$ cat config.mk
export PLATFORM = sky130hd
export DESIGN_NAME = pbcs_regs
export DESIGN_NICKNAME = d
export VERILOG_FILES = /design/src/rtl/pbcs_regs.v /design/src/rtl/pbcs_sync.v
export VERILOG_INCLUDE_DIRS = /design/src /design/src/inc
export SDC_FILE = /design/constraint.sdc
export NUM_CORES = 1
export LEC_CHECK = 0
export ABC_AREA = 0
export BUFFER_PORTS_ARGS = -buffer_cell sky130_fd_sc_hd__buf_2
export CORE_MARGIN = 3
export CORE_UTILIZATION = 43
export DETAILED_ROUTE_END_ITERATION = 8
export PLACE_DENSITY = 0.86
export SLEW_MARGIN = 20
export SYNTH_ARGS = -nofsm -noshare
export SYNTH_HDL_FRONTEND = slang
export SYNTH_SLANG_ARGS = --single-unit
$ cat constraint.sdc
create_clock -name pclk -period 1.9 [get_ports pclk]
set_input_delay 0.285 -clock pclk [delete_from_list [all_inputs] [get_ports pclk]]
set_output_delay 0.285 -clock pclk [all_outputs]
set_load 0.1 [all_outputs]
$ cat src/inc/pbcs_defines.vh
// Behaviour
// - Writing one to control bit 15 holds the digital core in reset and returns base registers 0x0 to 0xF to their defaults.
// - Control bit 14 loops MAC transmit data back to the MAC receive path; zero gives normal operation.
// - Control bit 11, or the power-down pin, puts the device in power-down; zero is normal mode.
// - Control bit 10 isolates the MAC interface so nothing is driven toward the MAC; zero is normal.
// - Control bit 6 is read-only and reads one for 1000 Mb/s.
// - The basic control register sits at index zero and resets to 0140h, with bits 8 and 6 reading one.
// - The basic status register sits at index one and resets to 0141h.
// - Status bit 8 is read-only one, advertising extended status in register 15.
// - Status bit 6 is read-only one, accepting management frames without preamble.
// - Status bit 2 reads one while the link is up and zero while it is down.
// - Status bit 0 is read-only one, showing extended register capabilities.
`ifndef PBCS_DEFINES_VH
`define PBCS_DEFINES_VH

`define PBCS_IDX_CTRL      6'h00
`define PBCS_IDX_STAT      6'h01
`define PBCS_IDX_IRQ_STAT  6'h10
`define PBCS_IDX_IRQ_MASK  6'h11
`define PBCS_IDX_LSB       2
`define PBCS_IDX_MSB       7
`define PBCS_STRB_LO       0
`define PBCS_STRB_HI       1

`define PBCS_CTRL_RST      15
`define PBCS_CTRL_LOOP     14
`define PBCS_CTRL_PDN      11
`define PBCS_CTRL_ISO      10
`define PBCS_CTRL_RESET    16'h0140
`define PBCS_CTRL_FIXED    16'h0140

`define PBCS_STAT_LINK     2
`define PBCS_STAT_RESET    16'h0141
`define PBCS_STAT_FIXED    16'h0141

`define PBCS_IRQ_W         3
`define PBCS_IRQ_LINK_UP   0
`define PBCS_IRQ_LINK_DN   1
`define PBCS_IRQ_RST_DONE  2
`define PBCS_IRQ_MASK_RST  3'h0

`define PBCS_CLK_PERIOD_NS 10
`define PBCS_SOFT_RST_NS   1000
`define PBCS_RST_CNT_LAST  16'h0001

`endif

$ cat src/rtl/pbcs_regs.v
`timescale 1ns/1ps
`include "pbcs_defines.vh"

module pbcs_regs
#(
    parameter DW            = 8,
    parameter SOFT_RST_NS   = `PBCS_SOFT_RST_NS
)
(
    input  wire          pclk,
    input  wire          presetn,
    input  wire          psel,
    input  wire          penable,
    input  wire          pwrite,
    input  wire [7:0]    paddr,
    input  wire [31:0]   pwdata,
    input  wire [3:0]    pstrb,
    output wire [31:0]   prdata,
    output wire          pready,
    output wire          pslverr,
    input  wire          link_up_pin,
    input  wire          power_down_pin,
    input  wire [DW-1:0] mac_txd,
    input  wire          mac_tx_en,
    output wire [DW-1:0] mac_rxd,
    output wire          mac_rx_dv,
    output wire          mac_rx_oe_n,
    input  wire [DW-1:0] line_rxd,
    input  wire          line_rx_dv,
    output wire [DW-1:0] line_txd,
    output wire          line_tx_en,
    output wire          core_rst_n,
    output wire          loopback_on,
    output wire          isolate_on,
    output wire          power_down_on,
    output wire          irq
);

localparam integer RST_CYC_RAW = SOFT_RST_NS / `PBCS_CLK_PERIOD_NS;
localparam integer RST_CYC     = (RST_CYC_RAW < 1) ? 1 : RST_CYC_RAW;
localparam [15:0]  RST_LOAD    = RST_CYC[15:0];
// Control word as it stands after any reset
localparam [15:0]  CTRL_DEF    = `PBCS_CTRL_RESET;

localparam [1:0] ST_RUN   = 2'd0;
localparam [1:0] ST_RESET = 2'd1;
localparam [1:0] ST_DONE  = 2'd2;

// Pin inputs
wire [1:0] pins_sync;
wire       link_up_s;
wire       pdn_pin_s;

pbcs_sync
#(
    .W (2)
)
u_sync
(
    .pclk     (pclk),
    .presetn  (presetn),
    .async_in ({power_down_pin, link_up_pin}),
    .sync_out (pins_sync)
);

assign link_up_s = pins_sync[0];
assign pdn_pin_s = pins_sync[1];

// Bus decode
wire [5:0] idx;
wire       addr_ok;
wire       hit_ctrl;
wire       hit_stat;
wire       hit_istat;
wire       hit_imask;
wire       mapped;
wire       setup_ph;
wire       wr_fire;
wire       wr_lo;
wire       wr_hi;
wire       ctrl_wr;
wire       istat_wr;
wire       imask_wr;

assign idx      = paddr[`PBCS_IDX_MSB:`PBCS_IDX_LSB];
assign addr_ok  = (paddr[`PBCS_IDX_LSB-1:0] == 2'h0);
assign hit_ctrl = addr_ok && (idx == `PBCS_IDX_CTRL);
assign hit_stat = addr_ok && (idx == `PBCS_IDX_STAT);
assign hit_istat = addr_ok && (idx == `PBCS_IDX_IRQ_STAT);
assign hit_imask = addr_ok && (idx == `PBCS_IDX_IRQ_MASK);
assign mapped   = hit_ctrl || hit_stat || hit_istat || hit_imask;
assign setup_ph = psel && !penable;
assign wr_fire  = psel && penable && pwrite && mapped;
assign wr_lo    = pstrb[`PBCS_STRB_LO];
assign wr_hi    = pstrb[`PBCS_STRB_HI];
assign ctrl_wr  = wr_fire && hit_ctrl && wr_hi;
assign istat_wr = wr_fire && hit_istat && wr_lo;
assign imask_wr = wr_fire && hit_imask && wr_lo;

assign pready  = 1'b1;
assign pslverr = psel && penable && !mapped;

// Control state
reg        loop_ff;
reg        pdn_ff;
reg        iso_ff;
reg [1:0]  state_ff;
reg [15:0] rst_cnt_ff;
reg        link_prev_ff;
reg [`PBCS_IRQ_W-1:0] irq_stat_ff;
reg [`PBCS_IRQ_W-1:0] irq_mask_ff;
reg [31:0] prdata_ff;

reg        nxt_loop;
reg        nxt_pdn;
reg        nxt_iso;
reg [1:0]  nxt_state;
reg [15:0] nxt_rst_cnt;
reg        rst_done_evt;

wire       busy;
wire       pdn_eff;
wire       soft_rst_req;

assign busy         = (state_ff == ST_RESET);
assign pdn_eff      = pdn_ff || pdn_pin_s;
assign soft_rst_req = ctrl_wr && pwdata[`PBCS_CTRL_RST] && !busy;

always @*
begin
    nxt_loop     = loop_ff;
    nxt_pdn      = pdn_ff;
    nxt_iso      = iso_ff;
    nxt_state    = state_ff;
    nxt_rst_cnt  = rst_cnt_ff;
    rst_done_evt = 1'b0;
    case (state_ff)
        ST_RUN:
        begin
            if (soft_rst_req)
            begin
                // Base registers back to defaults, core held in reset
                nxt_loop    = CTRL_DEF[`PBCS_CTRL_LOOP];
                nxt_pdn     = CTRL_DEF[`PBCS_CTRL_PDN];
                nxt_iso     = CTRL_DEF[`PBCS_CTRL_ISO];
                nxt_rst_cnt = RST_LOAD;
                nxt_state   = ST_RESET;
            end
            else if (ctrl_wr)
            begin
                nxt_loop = pwdata[`PBCS_CTRL_LOOP];
                nxt_pdn  = pwdata[`PBCS_CTRL_PDN];
                nxt_iso  = pwdata[`PBCS_CTRL_ISO];
            end
        end
        ST_RESET:
        begin
            // Control writes are ignored while the core is in reset
            if (rst_cnt_ff == `PBCS_RST_CNT_LAST)
            begin
                nxt_rst_cnt = 16'h0000;
                nxt_state   = ST_DONE;
            end
            else
            begin
                nxt_rst_cnt = rst_cnt_ff - 16'h0001;
            end
        end
        ST_DONE:
        begin
            // Reset bit self-clears here
            rst_done_evt = 1'b1;
            nxt_state    = ST_RUN;
        end
        default:
        begin
            nxt_state = ST_RUN;
        end
    endcase
end

always @(posedge pclk or negedge presetn)
begin
    if (!presetn)
    begin
        loop_ff    <= CTRL_DEF[`PBCS_CTRL_LOOP];
        pdn_ff     <= CTRL_DEF[`PBCS_CTRL_PDN];
        iso_ff     <= CTRL_DEF[`PBCS_CTRL_ISO];
        state_ff   <= ST_RUN;
        rst_cnt_ff <= 16'h0000;
    end
    else
    begin
        loop_ff    <= nxt_loop;
        pdn_ff     <= nxt_pdn;
        iso_ff     <= nxt_iso;
        state_ff   <= nxt_state;
        rst_cnt_ff <= nxt_rst_cnt;
    end
end

// Interrupt status, set wins over write-one-to-clear
// Soft reset leaves these alone: they sit above the base register range
wire [`PBCS_IRQ_W-1:0] irq_evt;
wire [`PBCS_IRQ_W-1:0] irq_clr;

assign irq_evt[`PBCS_IRQ_LINK_UP]  = link_up_s && !link_prev_ff;
assign irq_evt[`PBCS_IRQ_LINK_DN]  = !link_up_s && link_prev_ff;
assign irq_evt[`PBCS_IRQ_RST_DONE] = rst_done_evt;
assign irq_clr = istat_wr ? pwdata[`PBCS_IRQ_W-1:0]
                          : {`PBCS_IRQ_W{1'b0}};

always @(posedge pclk or negedge presetn)
begin
    if (!presetn)
    begin
        link_prev_ff <= 1'b0;
        irq_stat_ff  <= {`PBCS_IRQ_W{1'b0}};
        irq_mask_ff  <= `PBCS_IRQ_MASK_RST;
    end
    else
    begin
        link_prev_ff <= link_up_s;
        irq_stat_ff  <= (irq_stat_ff & ~irq_clr) | irq_evt;
        if (imask_wr)
        begin
            irq_mask_ff <= pwdata[`PBCS_IRQ_W-1:0];
        end
    end
end

assign irq = |(irq_stat_ff & irq_mask_ff);

// Read data
reg  [15:0] ctrl_rd;
reg  [15:0] stat_rd;
reg  [31:0] rd_mux;

always @*
begin
    ctrl_rd = `PBCS_CTRL_FIXED;
    ctrl_rd[`PBCS_CTRL_RST]  = busy;
    ctrl_rd[`PBCS_CTRL_LOOP] = loop_ff;
    ctrl_rd[`PBCS_CTRL_PDN]  = pdn_eff;
    ctrl_rd[`PBCS_CTRL_ISO]  = iso_ff;
    stat_rd = `PBCS_STAT_FIXED;
    stat_rd[`PBCS_STAT_LINK] = link_up_s;
    rd_mux = 32'h0000_0000;
    if (hit_ctrl)
    begin
        rd_mux[15:0] = ctrl_rd;
    end
    else if (hit_stat)
    begin
        rd_mux[15:0] = stat_rd;
    end
    else if (hit_istat)
    begin
        rd_mux[`PBCS_IRQ_W-1:0] = irq_stat_ff;
    end
    else if (hit_imask)
    begin
        rd_mux[`PBCS_IRQ_W-1:0] = irq_mask_ff;
    end
end

// Read data captured in the setup cycle, shown in the access cycle
always @(posedge pclk or negedge presetn)
begin
    if (!presetn)
    begin
        prdata_ff <= 32'h0000_0000;
    end
    else if (setup_ph)
    begin
        prdata_ff <= pwrite ? 32'h0000_0000 : rd_mux;
    end
end

assign prdata = prdata_ff;

// MAC and line datapath
reg [DW-1:0] mac_rxd_ff;
reg          mac_rx_dv_ff;
reg          mac_rx_oe_n_ff;
reg [DW-1:0] line_txd_ff;
reg          line_tx_en_ff;

wire         core_quiet;

assign core_quiet = busy || pdn_eff;

always @(posedge pclk or negedge presetn)
begin
    if (!presetn)
    begin
        mac_rxd_ff     <= {DW{1'b0}};
        mac_rx_dv_ff   <= 1'b0;
        mac_rx_oe_n_ff <= 1'b1;
        line_txd_ff    <= {DW{1'b0}};
        line_tx_en_ff  <= 1'b0;
    end
    else
    begin
        mac_rx_oe_n_ff <= iso_ff;
        if (iso_ff || core_quiet)
        begin
            mac_rxd_ff   <= {DW{1'b0}};
            mac_rx_dv_ff <= 1'b0;
        end
        else if (loop_ff)
        begin
            mac_rxd_ff   <= mac_txd;
            mac_rx_dv_ff <= mac_tx_en;
        end
        else
        begin
            mac_rxd_ff   <= line_rxd;
            mac_rx_dv_ff <= line_rx_dv;
        end
        // Loopback keeps transmit data off the line
        if (core_quiet || loop_ff)
        begin
            line_txd_ff   <= {DW{1'b0}};
            line_tx_en_ff <= 1'b0;
        end
        else
        begin
            line_txd_ff   <= mac_txd;
            line_tx_en_ff <= mac_tx_en;
        end
    end
end

assign mac_rxd       = mac_rxd_ff;
assign mac_rx_dv     = mac_rx_dv_ff;
assign mac_rx_oe_n   = mac_rx_oe_n_ff;
assign line_txd      = line_txd_ff;
assign line_tx_en    = line_tx_en_ff;
assign core_rst_n    = !busy;
assign loopback_on   = loop_ff;
assign isolate_on    = iso_ff;
assign power_down_on = pdn_eff;

endmodule

$ cat src/rtl/pbcs_sync.v
`timescale 1ns/1ps
// Two-flop synchroniser for pin levels
module pbcs_sync
#(
    parameter W = 2
)
(
    input  wire         pclk,
    input  wire         presetn,
    input  wire [W-1:0] async_in,
    output wire [W-1:0] sync_out
);

reg [W-1:0] meta_ff;
reg [W-1:0] sync_ff;

always @(posedge pclk or negedge presetn)
begin
    if (!presetn)
    begin
        meta_ff <= {W{1'b0}};
        sync_ff <= {W{1'b0}};
    end
    else
    begin
        meta_ff <= async_in;
        sync_ff <= meta_ff;
    end
end

assign sync_out = sync_ff;

endmodule

==> metrics.cfg <==
[outcome]
status=finished with violations
violations=setup timing

[power]
power.switching_uw=843.9
p_seq_share_pct=43.4
sw_frac_of_total_pct=28.98
p_leak_nw=1.925
clock_power_share_pct=44.3
combPwrFrac_pct=12.3
power_density_mw_per_mm2=757.9
p_int_mw=2.068
irDropWorstVdd_mv=0.5425
finalPower_mw=2.912

[clock_tree]
cts_made_buffers=9
clk_pin_slew_ns=0.07
cts_htree_levels=3
clkSinkCount=59
cts_tree=yes
clock_path_buffers=2
cts_root_buf=clkbuf_8
clk_latency_ns=0.34

[yosys]
synth_compound_area_share_pct=10.44
synth_area_per_cell_um2=10.18
async_flop_share_pct=100.0
synthSimpleGateAreaFrac_pct=22.15
synth_adder_area_share_pct=0.8807
synthMuxAreaShare_pct=4.756
synth-xor-area-share_pct=0
synth_common_cells=58 x dfrtp_1, 31 x nand2_1, 26 x buf_4
synth_top_area_share_pct=51.08
postSynthCellCount=279
synth_most_common_cell=dfrtp_1
yosysWarnings=0
synth_top_family_by_area=simple AND/OR/NAND/NOR gates
yosysSeqAreaShare_pct=52.00
yosys.area.top_type=dfrtp_1
syn-cell-area_mm2=0.002841
synth_edf_count=0
ys_ff_latch=59
synth_cell_types=43
synthFlopType=dfrtp_1
synthTopCellsByArea=dfrtp_1 51%, buf_4 6.9%, nand2_1 4.1%, mux2i_1 3.2%, o21ai_1 2.8%

[global_routing]
grt_max_degree=30
grt_busiest_layer=met2
track_usage_pct=18.70
grt_pass1_vias=2400
grt_pass1_wl_um=10980
grt_use_met2_pct=32.53
met3_usage_pct=6.528
met1_usage_pct=20.89
overflow=0
antenna_found_initial=0

[detailed_routing]
drc_errors=0
drt-pass1-iter-count=4
vias=2449
drt_iter0_markers=113
wire_per_inst_um=14.96
drt-vias-per-instance=5.156
antenna_left=0
drt_wl_total_um=7105

[final_layout]
nets=466
num-fill-cells=458
drive_above_1_share_pct=42.25
diodes=0
synthToLayoutAreaGrowth_pct=35.23

[critical_path]
start_kind=register
end_kind=register
cp_max_fo=5
criticalPathCategory=register to register
cp.arrival_ns=2.27
critPathRequiredTime_ns=2.12

[timing]
hold_violations=0
slew_violations=0
maxSlewHeadroom_pct=40.17
fmax_mhz=487.8
setup_viol=14
fin_ws_ns=-0.1499
skew_ns=0.009449
fin_crit_ns=2.050
fin_crit_sh_pct=107.9
hold-worst-slack_ns=0.04709
rsz0062_at_grt=yes
tightest_slew_ns=0.8906

[place]
port-buffer-count=75
dp_hpwl_um=4801
gp_congestion=0.7894

[flow_run]
drv_cap=0

[die]
initial_utilization_pct=46.08
ios=127
die_y_um=87.29
dieArea_mm2=0.007620
core_area_mm2=0.006166
std_cell_rows=28
die_w_um=87.29

[hold_path]
hp-class=primary input to register

==> area by class of cell <==
type / instances / area, µm² / share of cell area [%]
flip-flops and latches: 59 / 1478 / 38.46
multi-input cells: 198 / 1280 / 33.31
repair buffers: 117 / 729.5 / 18.98
clock buffers: 9 / 123.9 / 3.224
clock inverters: 7 / 100.1 / 2.605
well taps: 75 / 93.84 / 2.442
inverters: 10 / 37.54 / 0.9769
==> final timing paths <==
kind	start	end	slack (ns)	depth (start not counted)
worst max register to register	rst_cnt_ff[1]	rst_cnt_ff[15]	-0.15	9
worst min-delay path	link_up_pin	u_sync.meta_ff[0]	0.05	1
max in group asynchronous	presetn	mac_rx_oe_n	0.91	3
worst min register to register	u_sync.meta_ff[1]	u_sync.sync_out[1]	0.35	0
worst max-delay path	rst_cnt_ff[1]	rst_cnt_ff[15]	-0.15	9
min in group asynchronous	presetn	prdata[2]	0.38	2
==> kinds of logic (layout without fill, tap and decap cells) <==
group / Yosys count / in the layout
AOI/OAI and AO/OA: 47 / 47
adders and majority gates: 2 / 2
buffers and inverters: 44 / 143
DFF: 59 / 59
muxes: 13 / 13
other: 2 / 24
and+or+nand+nor: 112 / 112
==> registers in the layout (all words and copies together), names as in the netlist <==
name,cells
irq_mask_ff,3
irq_stat_ff,3
isolate_on,1
line_tx_en,1
line_txd,8
link_prev_ff,1
loopback_on,1
mac_rx_dv,1
mac_rx_oe_n,1
mac_rxd,8
pdn_ff,1
prdata,8
rst_cnt_ff,16
state_ff,2
u_sync.meta_ff,2
u_sync.sync_out,2
==> timing repair <==
item,CTS,global route
gates resized for setup,21,10
pin swaps,6,10
hold buffers,1,0
gates cloned,1,0
buffers inserted,3,3
endpoints found under the hold margin,13,0
endpoints found under the setup margin,17,19
==> critical path, cell delays in order, from the launching register on <==
cell      delay, ns
dfrtp_1        0.39
inv_2          0.09
ha_4           0.13
or4b_4         0.46
nor4_4         0.31
buf_4          0.17
buf_6          0.12
a211oi_1       0.05
o21ai_1        0.14
o21ai_1        0.08
==> cells in the final DEF (no fill, tap or decap), types with 2 or more instances in the layout <==
cell,Yosys,routed
nor2_4,0,2
dfrtp_1,58,58
buf_4,26,37
clkbuf_8,0,9
a21oi_1,12,9
nor2_1,21,18
o31ai_1,4,3
or3_1,6,6
inv_6,0,2
or4_4,2,2
mux2_2,4,4
nand2_1,31,30
nand3_1,5,5
a21oi_2,0,3
nor3_1,15,11
nor4_4,3,3
o21ai_0,2,2
and2_1,10,9
bufinv_16,0,2
o21ai_1,16,16
nand2b_1,4,3
nor3_2,0,3
or2_2,2,2
mux2i_1,9,9
buf_2,0,73
clkinv_4,0,2
inv_2,2,3
inv_1,8,7
a22o_1,6,6
nor4_2,1,2
conb_1,2,24
nand2b_4,1,2
buf_6,1,5
or4_1,3,3
==> power by group through the flow <==
stage | clock (mW) | sequential, mW | combinational (mW)
global route | 1.36 | 1.26 | 0.373
finish | 1.29 | 1.26 | 0.357
detailed placement | 0 | 1.29 | 0.351
CTS | 1.31 | 1.26 | 0.356
global placement | 0 | 1.29 | 0.347
floorplan | 0 | 1.29 | 0.296
==> layer usage <==
layer	share of wire [%]	vias up
met2	53	110
met5	0	-
met1	38	1173
met4	1.5	0
met3	7.9	12
li1	-	1154
==> stage by stage <==
step | std cells | instance area [µm²] | setup WS, ns | TNS (ns) | util, %
after floorplan | 301 | 2932 | 0.007610 | 0 | -
after global placement | 451 | 3435 | -0.1202 | -1.135 | 55.70
after detailed placement | 451 | 3435 | -0.1506 | -1.978 | 55.70
after CTS | 472 | 3775 | -0.1263 | -1.125 | 61.22
after global routing | 475 | 3842 | -0.2295 | -2.776 | 62.32
final | 475 | 3842 | -0.1499 | -1.463 | 62.32
No activity file was read; power rests on OpenSTA's default activity.
